<file path="config.mk">
export PLATFORM = sky130hd
export DESIGN_NAME = mode_control_learn_disable
export DESIGN_NICKNAME = d
export VERILOG_FILES = /design/src/eeprom_loader.v /design/src/mode_control_learn_disable.v /design/src/table_init.v
export VERILOG_INCLUDE_DIRS = /design/src
export SDC_FILE = /design/constraint.sdc
export NUM_CORES = 1
export LEC_CHECK = 0
export BUFFER_PORTS_ARGS = -buffer_cell sky130_fd_sc_hd__buf_2
export CELL_PAD_IN_SITES_DETAIL_PLACEMENT = 0
export CELL_PAD_IN_SITES_GLOBAL_PLACEMENT = 2
export CORE_MARGIN = 5
export CORE_UTILIZATION = 29
export CTS_BUF_LIST = sky130_fd_sc_hd__clkbuf_8
export DETAILED_ROUTE_END_ITERATION = 10
export PLACE_DENSITY = 0.74
export RECOVER_POWER = 100
export SLEW_MARGIN = 20
export SYNTH_ARGS = -nofsm -noshare
export SYNTH_HDL_FRONTEND = slang
export SYNTH_SLANG_ARGS = --single-unit
export TNS_END_PERCENT = 50
</file>
<file path="constraint.sdc">
create_clock -name CLOCK -period 2.28 [get_ports CLOCK]
set_input_delay 0.342 -clock CLOCK [delete_from_list [all_inputs] [get_ports CLOCK]]
set_output_delay 0.342 -clock CLOCK [all_outputs]
set_load 0.01 [all_outputs]
</file>
<file path="src/learn_ctrl_defs.vh">
// Constants for the mode-control and learning-disable register bank
`ifndef LEARN_CTRL_DEFS_VH
`define LEARN_CTRL_DEFS_VH

// Direct I/O register offsets
`define OFS_LEARN_MASK 8'h04
`define OFS_MODE_CTRL 8'h08

// Address-high value that requests a reload
`define ADDR_HI_RELOAD 8'h40

// Mode-control field positions
`define BIT_SOFT_RST 15
`define BIT_LOAD 14
`define BIT_START 13
`define BIT_INIT_DONE 12
`define BIT_NO_EEPROM 11
`define BIT_MANUAL_ADD 10

// Reset values
`define RST_LEARN_MASK 16'h0000
`define RST_WORD 16'h0000

// EEPROM word addresses for the loaded images
`define EE_ADDR_MASK 8'h00
`define EE_ADDR_CTRL 8'h01
`define EE_ADDR_RST 8'h00

// Timing
`define CLK_PERIOD_NS 10
`define INIT_BASE_NS 40000
`define INIT_ENTRY_NS 40
`define INIT_CNT_ZERO 24'h000000
`define INIT_CNT_ONE 24'h000001

// Loader states
`define LD_IDLE 3'h0
`define LD_REQ_MASK 3'h1
`define LD_REQ_CTRL 3'h2

`endif

</file>
<file path="src/eeprom_loader.v">
// EEPROM auto-load sequencer: fetches the mask word, then the control word
`timescale 1ns/10ps
`include "learn_ctrl_defs.vh"

module eeprom_loader (
   input wire clk,
   input wire rst_n,
   input wire kick,
   input wire ee_absent,
   input wire ee_ack,
   input wire ee_err,
   input wire [15:0] ee_data,
   output reg ee_req_q,
   output reg [7:0] ee_addr_q,
   output reg busy_q,
   output reg done_q,
   output reg fail_q,
   output reg mask_wr_q,
   output reg ctrl_wr_q,
   output reg [15:0] word_q
);

   localparam IDLE = `LD_IDLE;
   localparam REQ_MASK = `LD_REQ_MASK;
   localparam REQ_CTRL = `LD_REQ_CTRL;

   reg [2:0] state_q;

   always @(posedge clk) begin
      if (!rst_n) begin
         state_q <= IDLE;
         ee_req_q <= 1'b0;
         ee_addr_q <= `EE_ADDR_RST;
         busy_q <= 1'b0;
         done_q <= 1'b0;
         fail_q <= 1'b0;
         mask_wr_q <= 1'b0;
         ctrl_wr_q <= 1'b0;
         word_q <= `RST_WORD;
      end else begin
         done_q <= 1'b0;
         fail_q <= 1'b0;
         mask_wr_q <= 1'b0;
         ctrl_wr_q <= 1'b0;
         case (state_q)
            IDLE: begin
               if (kick && ee_absent) begin
                  // Nothing to fetch: finish at once, no failure
                  done_q <= 1'b1;
               end else if (kick) begin
                  busy_q <= 1'b1;
                  ee_req_q <= 1'b1;
                  ee_addr_q <= `EE_ADDR_MASK;
                  state_q <= REQ_MASK;
               end
            end
            REQ_MASK: begin
               if (ee_ack && ee_err) begin
                  ee_req_q <= 1'b0;
                  busy_q <= 1'b0;
                  fail_q <= 1'b1;
                  state_q <= IDLE;
               end else if (ee_ack) begin
                  mask_wr_q <= 1'b1;
                  word_q <= ee_data;
                  ee_addr_q <= `EE_ADDR_CTRL;
                  state_q <= REQ_CTRL;
               end
            end
            REQ_CTRL: begin
               if (ee_ack) begin
                  ee_req_q <= 1'b0;
                  busy_q <= 1'b0;
                  state_q <= IDLE;
                  if (ee_err) begin
                     fail_q <= 1'b1;
                  end else begin
                     ctrl_wr_q <= 1'b1;
                     word_q <= ee_data;
                     done_q <= 1'b1;
                  end
               end
            end
            default: begin
               state_q <= IDLE;
               ee_req_q <= 1'b0;
               busy_q <= 1'b0;
            end
         endcase
      end
   end

endmodule

</file>
<file path="src/mode_control_learn_disable.v">
// Mode-control and learning-disable register bank of the lookup engine
//
// Summary of operation
// Masked ports still route frames but never learn source addresses.
// Learning-disable mask is readable and writable at any time; here soft reset holds it at 0 and drops host writes.
// Mask reloads from EEPROM on reset pin, address-high 0x40, or load bit.
// Loader skips soft reset and load bits to avoid self retriggering.
// Init-done and no-EEPROM bits are set only by status logic.
// Failed auto-load sets soft reset bit, holding the device in reset.
// Soft reset clears logic and all registers but control, drops table; here it also clears the start and load bits.
// Host must write 0 to soft reset bit to leave reset.
// Load bit starts auto-load, loader clears it, writing 0 does nothing.
// Start bit begins operation; no address checks during table init.
// Init-done rises after table init; learning and matching wait for it.
// Table init lasts base interval plus 40 ns per external entry.
// No-EEPROM bit reads 1 without EEPROM, 0 with one.
// In manual-add mode entries are added only on direct I/O command.
// Outside manual-add mode unknown sources are added automatically.
// Manual-add mode disables aging entirely.
// Host should not change manual-add bit after start.
// Load bit reads 1 during auto-load; further load writes ignored.
`timescale 1ns/10ps
`include "learn_ctrl_defs.vh"

module mode_control_learn_disable #(
   parameter INIT_BASE_NS = `INIT_BASE_NS
) (
   input wire CLOCK,
   input wire RST_N,
   input wire [7:0] DIO_ADDR,
   input wire [15:0] DIO_WDATA,
   input wire DIO_WR,
   input wire DIO_RD,
   input wire DIO_HI_WR,
   input wire [7:0] DIO_HI_DATA,
   output reg [15:0] DIO_RDATA,
   output reg DIO_RVALID,
   input wire EE_ABSENT,
   output reg EE_REQ,
   output reg [7:0] EE_ADDR,
   input wire EE_ACK,
   input wire EE_ERR,
   input wire [15:0] EE_DATA,
   input wire [15:0] RAM_SIZE,
   input wire SRC_UNKNOWN,
   input wire [3:0] SRC_PORT,
   input wire ADD_CMD,
   output reg AUTO_ADD,
   output reg [3:0] AUTO_ADD_PORT,
   output reg MANUAL_ADD,
   output reg [15:0] LEARN_EN,
   output reg MATCH_EN,
   output reg AGING_EN,
   output reg LOGIC_RESET,
   output reg TABLE_INIT_BUSY
);

   // Cycle counts from the nanosecond figures, rounded up per entry
   localparam integer BASE_INT = INIT_BASE_NS / `CLK_PERIOD_NS;
   localparam integer ENTRY_INT =
      (`INIT_ENTRY_NS + `CLK_PERIOD_NS - 1) / `CLK_PERIOD_NS;
   // Cut to the timer widths on purpose; defaults fit with room to spare
   localparam [23:0] BASE_CYCLES = BASE_INT[23:0];
   localparam [3:0] ENTRY_CYCLES = ENTRY_INT[3:0];

   ////////////////////////////////////////////////////////////////////////
   // Pin synchroniser and boot request
   // The presence pin is asynchronous: two flops before any use

   reg absent_meta_q;
   reg absent_q;
   reg boot_q;

   always @(posedge CLOCK) begin
      if (!RST_N) begin
         absent_meta_q <= 1'b0;
         absent_q <= 1'b0;
      end else begin
         absent_meta_q <= EE_ABSENT;
         absent_q <= absent_meta_q;
      end
   end

   ////////////////////////////////////////////////////////////////////////
   // Register state

   reg [15:0] learn_mask_q;
   reg soft_rst_q;
   reg load_q;
   reg start_q;
   reg no_eeprom_q;
   reg manual_add_mode_q;

   // Read-only and reserved control bits are simply never stored
   wire wr_mask = DIO_WR && (DIO_ADDR == `OFS_LEARN_MASK);
   wire wr_ctrl = DIO_WR && (DIO_ADDR == `OFS_MODE_CTRL);
   wire hi_reload = DIO_HI_WR && (DIO_HI_DATA == `ADDR_HI_RELOAD);
   wire host_load = wr_ctrl && DIO_WDATA[`BIT_LOAD];

   wire ld_busy;
   wire ld_done;
   wire ld_fail;
   wire ld_mask_wr;
   wire ld_ctrl_wr;
   wire [15:0] ld_word;
   wire ld_req;
   wire [7:0] ld_addr;
   wire init_busy;
   wire init_done;

   // A trigger while a load runs is dropped, so loads never overlap.
   // Soft reset holds the loader too; a boot request waits it out.
   wire kick = !ld_busy && !load_q && !soft_rst_q &&
               (boot_q || hi_reload || host_load);

   // Soft reset parks the loader so a half-done fetch cannot land later
   wire ld_rst_n = RST_N && !soft_rst_q;

   eeprom_loader u_loader (
      .clk(CLOCK),
      .rst_n(ld_rst_n),
      .kick(kick),
      .ee_absent(absent_q),
      .ee_ack(EE_ACK),
      .ee_err(EE_ERR),
      .ee_data(EE_DATA),
      .ee_req_q(ld_req),
      .ee_addr_q(ld_addr),
      .busy_q(ld_busy),
      .done_q(ld_done),
      .fail_q(ld_fail),
      .mask_wr_q(ld_mask_wr),
      .ctrl_wr_q(ld_ctrl_wr),
      .word_q(ld_word)
   );

   // Boot load waits for the synchroniser to settle on the presence pin
   reg [1:0] boot_wait_q;

   always @(posedge CLOCK) begin
      if (!RST_N) begin
         boot_q <= 1'b0;
         boot_wait_q <= 2'b00;
      end else begin
         if (boot_wait_q != 2'b11) begin
            boot_wait_q <= boot_wait_q + 2'b01;
         end
         if (boot_wait_q == 2'b10) begin
            boot_q <= 1'b1;
         end else if (kick) begin
            boot_q <= 1'b0;
         end
      end
   end

   // Start written or loaded as 1 while stopped begins table init
   wire start_set = (wr_ctrl && DIO_WDATA[`BIT_START]) ||
                    (ld_ctrl_wr && ld_word[`BIT_START]);

   table_init #(
      .BASE_CYCLES(BASE_CYCLES),
      .ENTRY_CYCLES(ENTRY_CYCLES)
   ) u_init (
      .clk(CLOCK),
      .rst_n(RST_N),
      .clear(soft_rst_q),
      .go(start_q),
      .ram_size(RAM_SIZE),
      .busy_q(init_busy),
      .done_q(init_done)
   );

   ////////////////////////////////////////////////////////////////////////
   // Learning-disable mask
   // Loader word wins over a host write landing in the same cycle

   always @(posedge CLOCK) begin
      if (!RST_N) begin
         learn_mask_q <= `RST_LEARN_MASK;
      end else if (soft_rst_q) begin
         learn_mask_q <= `RST_LEARN_MASK;
      end else if (ld_mask_wr) begin
         learn_mask_q <= ld_word;
      end else if (wr_mask) begin
         learn_mask_q <= DIO_WDATA;
      end
   end

   ////////////////////////////////////////////////////////////////////////
   // Mode-control bits

   // No-EEPROM flag follows the synchronised pin; nothing else writes it
   always @(posedge CLOCK) begin
      if (!RST_N) begin
         no_eeprom_q <= 1'b0;
      end else begin
         no_eeprom_q <= absent_q;
      end
   end

   // Loader failure wins over a host clear in the same cycle
   always @(posedge CLOCK) begin
      if (!RST_N) begin
         soft_rst_q <= 1'b0;
      end else if (ld_fail) begin
         soft_rst_q <= 1'b1;
      end else if (wr_ctrl) begin
         soft_rst_q <= DIO_WDATA[`BIT_SOFT_RST];
      end
   end

   // Load bit stands for the whole sequence; a parked loader drops it
   always @(posedge CLOCK) begin
      if (!RST_N) begin
         load_q <= 1'b0;
      end else if (kick) begin
         load_q <= 1'b1;
      end else if (ld_done || ld_fail || soft_rst_q) begin
         load_q <= 1'b0;
      end
   end

   // Only a 1 moves start; soft reset is the one way back to stopped
   always @(posedge CLOCK) begin
      if (!RST_N) begin
         start_q <= 1'b0;
      end else if (soft_rst_q) begin
         start_q <= 1'b0;
      end else if (start_set) begin
         start_q <= 1'b1;
      end
   end

   // Loaded word touches only start and manual-add bits
   always @(posedge CLOCK) begin
      if (!RST_N) begin
         manual_add_mode_q <= 1'b0;
      end else if (ld_ctrl_wr) begin
         manual_add_mode_q <= ld_word[`BIT_MANUAL_ADD];
      end else if (wr_ctrl) begin
         manual_add_mode_q <= DIO_WDATA[`BIT_MANUAL_ADD];
      end
   end

   ////////////////////////////////////////////////////////////////////////
   // Read port

   reg [15:0] ctrl_view;

   always @* begin
      // Reserved bits read as zero
      ctrl_view = `RST_WORD;
      ctrl_view[`BIT_SOFT_RST] = soft_rst_q;
      ctrl_view[`BIT_LOAD] = load_q;
      ctrl_view[`BIT_START] = start_q;
      ctrl_view[`BIT_INIT_DONE] = init_done;
      ctrl_view[`BIT_NO_EEPROM] = no_eeprom_q;
      ctrl_view[`BIT_MANUAL_ADD] = manual_add_mode_q;
   end

   // Valid marks the one cycle after a read strobe
   always @(posedge CLOCK) begin
      if (!RST_N) begin
         DIO_RVALID <= 1'b0;
      end else begin
         DIO_RVALID <= DIO_RD;
      end
   end

   // Data holds between reads so a slow host may sample it late
   always @(posedge CLOCK) begin
      if (!RST_N) begin
         DIO_RDATA <= `RST_WORD;
      end else if (DIO_RD) begin
         case (DIO_ADDR)
            `OFS_LEARN_MASK: DIO_RDATA <= learn_mask_q;
            `OFS_MODE_CTRL: DIO_RDATA <= ctrl_view;
            // Unmapped offsets read as zero
            default: DIO_RDATA <= `RST_WORD;
         endcase
      end
   end

   ////////////////////////////////////////////////////////////////////////
   // Engine enables and add requests

   // Active only once started, table ready and out of soft reset
   wire active = start_q && init_done && !soft_rst_q;

   // Add requests: one cycle after the source pulse, gated by mode
   always @(posedge CLOCK) begin
      if (!RST_N) begin
         AUTO_ADD <= 1'b0;
         AUTO_ADD_PORT <= 4'h0;
         MANUAL_ADD <= 1'b0;
      end else begin
         AUTO_ADD <= SRC_UNKNOWN && active && !manual_add_mode_q &&
                     !learn_mask_q[SRC_PORT];
         AUTO_ADD_PORT <= SRC_PORT;
         MANUAL_ADD <= ADD_CMD && active && manual_add_mode_q;
      end
   end

   // Engine enables and status mirrors
   always @(posedge CLOCK) begin
      if (!RST_N) begin
         MATCH_EN <= 1'b0;
         AGING_EN <= 1'b0;
         LOGIC_RESET <= 1'b0;
         TABLE_INIT_BUSY <= 1'b0;
      end else begin
         MATCH_EN <= active;
         AGING_EN <= active && !manual_add_mode_q;
         LOGIC_RESET <= soft_rst_q;
         TABLE_INIT_BUSY <= init_busy;
      end
   end

   // Fetch request and address re-registered so the pins come from flops
   always @(posedge CLOCK) begin
      if (!RST_N) begin
         EE_REQ <= 1'b0;
         EE_ADDR <= `EE_ADDR_RST;
      end else begin
         EE_REQ <= ld_req;
         EE_ADDR <= ld_addr;
      end
   end

   // Learning needs automatic mode on top of the common gate
   wire learn_ok = active && !manual_add_mode_q;

   genvar i;
   generate
      for (i = 0; i < 16; i = i + 1) begin : g_learn
         always @(posedge CLOCK) begin
            if (!RST_N) begin
               LEARN_EN[i] <= 1'b0;
            end else begin
               LEARN_EN[i] <= learn_ok && !learn_mask_q[i];
            end
         end
      end
   endgenerate

endmodule

</file>
<file path="src/table_init.v">
// Lookup-table initialisation timer that raises the done flag
`timescale 1ns/10ps
`include "learn_ctrl_defs.vh"

module table_init #(
   parameter [23:0] BASE_CYCLES = 24'd4000,
   parameter [3:0] ENTRY_CYCLES = 4'd4
) (
   input wire clk,
   input wire rst_n,
   input wire clear,
   input wire go,
   input wire [15:0] ram_size,
   output reg busy_q,
   output reg done_q
);

   reg [23:0] cnt_q;
   wire [23:0] total;

   // Base interval plus a fixed time per external entry
   assign total = BASE_CYCLES + ram_size * ENTRY_CYCLES;

   always @(posedge clk) begin
      if (!rst_n || clear) begin
         cnt_q <= `INIT_CNT_ZERO;
         busy_q <= 1'b0;
         done_q <= 1'b0;
      end else if (go && !busy_q && !done_q) begin
         cnt_q <= total;
         busy_q <= 1'b1;
      end else if (busy_q) begin
         if (cnt_q <= `INIT_CNT_ONE) begin
            busy_q <= 1'b0;
            done_q <= 1'b1;
         end
         cnt_q <= cnt_q - `INIT_CNT_ONE;
      end
   end

endmodule
</file>
# Word level (Yosys, flattened, before mapping)
# Cells that the tools add are included.
[totals]
register_bits = 136
latchBits = 0
mem_bits_rw = 0
mem_bits_ro = 0
in_bits = 78
out_inout_bits = 52
elab_cells = 205
n_memories = 0
[classes]
add_sub_neg = 3
multipliers = 0
n_div = 0
n_lt_le_gt_ge = 2
eq_ne = 15
shifts = 0
muxes = 48
bitwise_logic = 4
reduce_logical = 85
[ops]
columns = ["op", "count"]
rows = [
  ["$mux W16", 6],
  ["$pmux W16 S2", 2],
  ["$mux W24", 2],
  ["$logic_and A1 B1 Y1", 38],
  ["$mux W8", 4],
  ["$le A24 B1 Y1 const B", 1],
  ["$logic_not A1 Y1", 24],
  ["$sub A24 B1 Y24 const B", 1],
  ["$mux W1", 23],
  ["$add A12 B18 Y19 const A", 1],
  ["$pmux W8 S2", 1],
  ["$reduce_bool A2 Y1", 8],
  ["$mux W3", 5],
  ["$ne A2 B2 Y1 const B", 6],
  ["$reduce_and A5 Y1", 2],
  ["$pmux W3 S3", 1],
  ["$eq A8 B3 Y1 const B", 1],
  ["$eq A8 B4 Y1 const B", 1],
  ["$eq A8 B7 Y1 const B", 1],
  ["$reduce_and A4 Y1", 2],
  ["$logic_or A1 B1 Y1", 6],
  ["$lt A4 B5 Y1 const B", 1],
  ["$bmux W1 S4", 1],
  ["$ne A2 B1 Y1 const B", 2],
  ["13 further kinds", 17],
]

# Logic depth before layout (Yosys ltp)
[depth]
ltp_word = 8
depth_mapped = 7

# Hierarchy
# A second synthesis with hierarchy kept.
[hier_totals]
cells_unflattened = 638
area_unflattened_um2 = 5931.9
[modules_own_cells]
columns = ["mod", "n_inst", "cells_per_inst", "area_per_inst_um2"]
rows = [
  ["mode_control_learn_disable", 1, 306, 3029.2],
  ["table_init", 1, 201, 1647.8],
  ["eeprom_loader", 1, 131, 1255.0],
]

# Worst setup path after synthesis
# OpenSTA, ideal clock, no wires.
[synth_path]
path_kind = "reg-to-reg"
startpoint = "register u_init.cnt_q[11]"
endpoint = "register u_init.cnt_q[20]"
setup_ps = 118
arrival_time_ps = 2057
required_time_ps = 2162
setup_slack_ps = 104
stages_incl_launch_ff = 6
path_buffers = 0
synth_period_minus_slack_ps = 2176
cell_sequence = "dfxtp_1 > or4_4 > or2_4 > or3_4 > or4_4 > mux2i_1"
[synth_via]
elab_chain_cells = 3
[synth_rtl]
columns = ["item", "line", "rtl"]
rows = [
  ["from (decl)", "table_init.v:18", "reg [23:0] cnt_q;"],
  ["from (signal assigned)", "table_init.v:26", "cnt_q <= `INIT_CNT_ZERO;"],
  ["from (signal assigned)", "table_init.v:30", "cnt_q <= total;"],
  ["from (signal assigned)", "table_init.v:37", "cnt_q <= cnt_q - `INIT_CNT_ONE;"],
  ["$sub A24 B1 Y24 (no source line)", "n/a", ""],
  ["$mux W24", "table_init.v:32", "end else if (busy_q) begin"],
  ["$mux W24", "table_init.v:29", "end else if (go && !busy_q && !done_q) begin"],
]
# Every way passes these cells. The select of a mux whose other input is x is not followed.
# A chain may end at the register's enable or synchronous reset.

# Worst setup path in the final report
[layout_path]
startpoint = "register u_init.cnt_q[12]"
endpoint = "register u_init.cnt_q[20]"
# The elaborated chain is that of the path after synthesis.

==> flow_summary.json <==
{
  "final.period_utilization_pct": 98.2,
  "initial_antenna_violation_count": 1,
  "cts_tree": "built",
  "setup_violations": 0,
  "cts_buffers": 17,
  "ios": 130,
  "clock.fmax_ghz": 0.447,
  "critical_path_class": "flip-flop to flip-flop",
  "initial_core_util_pct": 29.2,
  "synth_seq_area_share_pct": 46.5,
  "final_nets": 804,
  "ff2ff_path_depth": 5,
  "vdd_ir_drop_max_uv": 340,
  "grt_setup_unrepaired": "false",
  "drt_pre_antenna_iters": 5,
  "worst_hold_check_slack_ns": 0.132,
  "worstPathMaxFanout": 5,
  "mapped_area_mm2": 0.00521,
  "leakage_nw": 2.62,
  "slew_headroom_pct": 26.3,
  "critical_path.startpoint": "u_init.cnt_q[12]$_SDFFE_PN0P_",
  "worst_skew_pair.late_latency_ns": 0.44,
  "final_routed_wire_length_divided_by_cell_count_um": 16.1,
  "clock-sinks": 121,
  "grt_overflow": 0,
  "core_area_mm2": 0.0178,
  "clock_tree.root_cell": "sky130_fd_sc_hd__clkbuf_8",
  "class_of_the_worst_hold_path": "input pin to flip-flop",
  "power.total_w": 0.00518,
  "totalNegativeSetupSlack_ns": 0,
  "fp.dieH_um": 144,
  "drv_slew": 0,
  "placementRows": 49,
  "ys_ff_latch": 121,
  "place.gp.congestion": 0.827,
  "drtAntennaViolNets": 0,
  "initial_drt_markers": 243,
  "start_kind": "flip-flop",
  "drive_gt1_share_pct": 19.5,
  "layout.cell_area.non_filler_mm2": 0.00651,
  "met2_length_mm": 7.01,
  "post_dp_cell_area_mm2": 0.00614,
  "place.port_buffers": 122,
  "post_layout_min_period_ns": 2.24,
  "synth_enable_flop_cells": 0,
  "dp_hpwl_mm": 11.8,
  "pin_count_of_the_biggest_net_entering_global_routing": 39,
  "met1Wirelength_mm": 7.35,
  "grt_use_total_pct": 15.1,
  "crit_arrival_ns": 2.57,
  "syn-instance-count": 585,
  "timing.hold.worst.start": "EE_DATA[2]",
  "run_status": "finished, final reports clean",
  "die_width_um": 144,
  "postSynth.asyncResetShare_pct": 0,
  "htreeDepth": 4,
  "die_area_mm2": 0.0207,
  "synth.distinct_cells": 63,
  "route.detailed.vias_per_inst": 4.78,
  "ys.warnings.count": 0,
  "syn_area_per_cell_um2": 8.90,
  "grt_first_pass_wirelength_mm": 24.4,
  "setup.worst_path.end_class": "flip-flop",
  "highest-signal-layer": "met4",
  "hold_path_depth": 3,
  "num_vias": 4584,
  "crit-reg2reg-launch": "u_init.cnt_q[12]$_SDFFE_PN0P_",
  "flow.area_growth_from_synthesis_pct": 24.9,
  "route.final.wire_length_mm": 15.4,
  "synth_ff_type": "sky130_fd_sc_hd__dfxtp_1",
  "clock-skew-final_ns": 0.00890,
  "max_buffers_root_to_sink": 2,
  "drt_drc_violations_left": 0,
  "tightest_slew_ns": 1.10,
  "finalHoldViolCount": 0,
  "route.met3.wl_um": 831,
  "number_of_global_route_vias_before_repair": 4803,
  "cap_violations": 0,
  "power-per-cell-area_mw_per_mm2": 796,
  "clk_transition_reported_paths_ns": 0.08,
  "postCtsHoldBufs": 0,
  "timing.critical_path.required_ns": 2.61
}
==> through the flow <==
stage | std cells | util, % | worst slack [ns]
5_1_grt | 960 | 36.5 | 0.00200
3_5_place_dp | 928 | 34.4 | 0.0607
6_report | 960 | 36.5 | 0.0415
2_1_floorplan | 591 | - | 0.104
3_3_place_gp | 928 | 34.4 | 0.0870
4_1_cts | 959 | 36.9 | 0.0458
==> cell families (layout without fill, tap and decap cells) <==
logic type,count (synthesis),after routing,share of synthesized area [%]
AOI/OAI and AO/OA,130,130,16.4
xor gates and xnor gates,16,16,2.69
adders and majority gates,8,8,1.92
buffers and inverters,46,185,3.82
DFF,121,121,46.5
muxes,24,24,5.84
other,1,8,0.0720
and+or+nand+nor,239,239,22.8
==> critical path, stage by stage (launching register included) <==
cell and delay [ns]:
sky130_fd_sc_hd__dfxtp_1 0.35, sky130_fd_sc_hd__or4_4 0.57, sky130_fd_sc_hd__or2_4 0.27, sky130_fd_sc_hd__or3_4 0.39
sky130_fd_sc_hd__or4_4 0.42, sky130_fd_sc_hd__mux2i_1 0.13
==> path summary, 6_finish.rpt <==
kind                                                   endpoint  slack [ns]
worst max-delay path              u_init.cnt_q[20]$_SDFFE_PN0P_        0.04
worst min-delay path            u_loader.word_q[2]$_SDFFE_PN0P_        0.13
worst max register to register    u_init.cnt_q[20]$_SDFFE_PN0P_        0.04
worst min register to register              absent_q$_SDFF_PN0_        0.44
==> power breakdown <==
part           internal [W]  switching, W  total, W
logic              0.000274      0.000421  0.000695
registers           0.00224     0.0000918   0.00233
clock network       0.00123      0.000919   0.00215
total               0.00374       0.00143   0.00518
==> cell usage in the layout, fill, tap and decap left out, types with 6 or more instances in the layout <==
master                     netlist  routed
sky130_fd_sc_hd__dfxtp_1       121     121
sky130_fd_sc_hd__buf_2           0      75
sky130_fd_sc_hd__nor2_1         69      69
sky130_fd_sc_hd__nand2_1        63      63
sky130_fd_sc_hd__clkbuf_1       27      54
sky130_fd_sc_hd__a21oi_1        53      53
sky130_fd_sc_hd__mux2i_1        18      18
sky130_fd_sc_hd__clkbuf_8        0      18
sky130_fd_sc_hd__nand3_1        17      17
sky130_fd_sc_hd__buf_4           7      15
sky130_fd_sc_hd__nand2b_1       15      14
sky130_fd_sc_hd__nor3_1         15      14
sky130_fd_sc_hd__and2_0          1      11
sky130_fd_sc_hd__a21boi_0       11      11
sky130_fd_sc_hd__inv_1           9      10
sky130_fd_sc_hd__and2_1         19       9
sky130_fd_sc_hd__xnor2_1         8       8
sky130_fd_sc_hd__xor2_1          8       8
sky130_fd_sc_hd__ha_1            8       8
sky130_fd_sc_hd__o211a_1         7       7
sky130_fd_sc_hd__o21ai_0         7       7
sky130_fd_sc_hd__a22oi_1         7       7
sky130_fd_sc_hd__conb_1          1       7
sky130_fd_sc_hd__o21a_1          6       6
sky130_fd_sc_hd__a31oi_1         7       6
==> synthesized netlist by cell type (all sizes together), types with 9 or more instances <==
| library cell | number | area share [%] |
|---|---|---|
| dfxtp | 121 | 47 |
| mux2i | 18 | 3.5 |
| nor2 | 69 | 5.0 |
| clkbuf | 27 | 1.9 |
| nand3 | 17 | 1.6 |
| nand2b | 15 | 1.8 |
| and2 | 20 | 2.4 |
| inv | 9 | 0.65 |
| buf | 10 | 1.2 |
| a21oi | 53 | 5.1 |
| nor3 | 15 | 1.4 |
| a21boi | 11 | 1.6 |
| nand2 | 63 | 4.5 |
==> registers in the layout, indices dropped and copies added, names as in the netlist, 2 cells and up <==
signal / flops
u_loader.word_q: 16
AUTO_ADD_PORT: 4
boot_wait_q: 2
learn_mask_q: 16
LEARN_EN: 16
DIO_RDATA: 16
u_init.cnt_q: 24
u_loader.state_q: 2
==> per-layer routing <==
layer  global-route usage, %  vias to the layer above
met4                    5.70                        0
met5                       0                        -
met3                    3.64                       17
li1                        -                     2318
met2                    23.6                      116
met1                    20.4                     2133
==> final cells by class <==
class                      instances  area (um^2)
fill                            1892        11300
multi-input combinational        424         2620
sequential                       121         2420
timing repair buffer             145          696
tap                              229          287
clock buffer                      18          248
clock inverter                    13          195
inverter                           9         33.8
antenna                            1         2.50
==> what timing repair did <==
action,CTS,global route
setup endpoints to repair,0,1
setup buffers,0,0
resized for setup,0,1
hold endpoints to repair,0,0
Note: power is estimated with default switching activity, not from simulation.
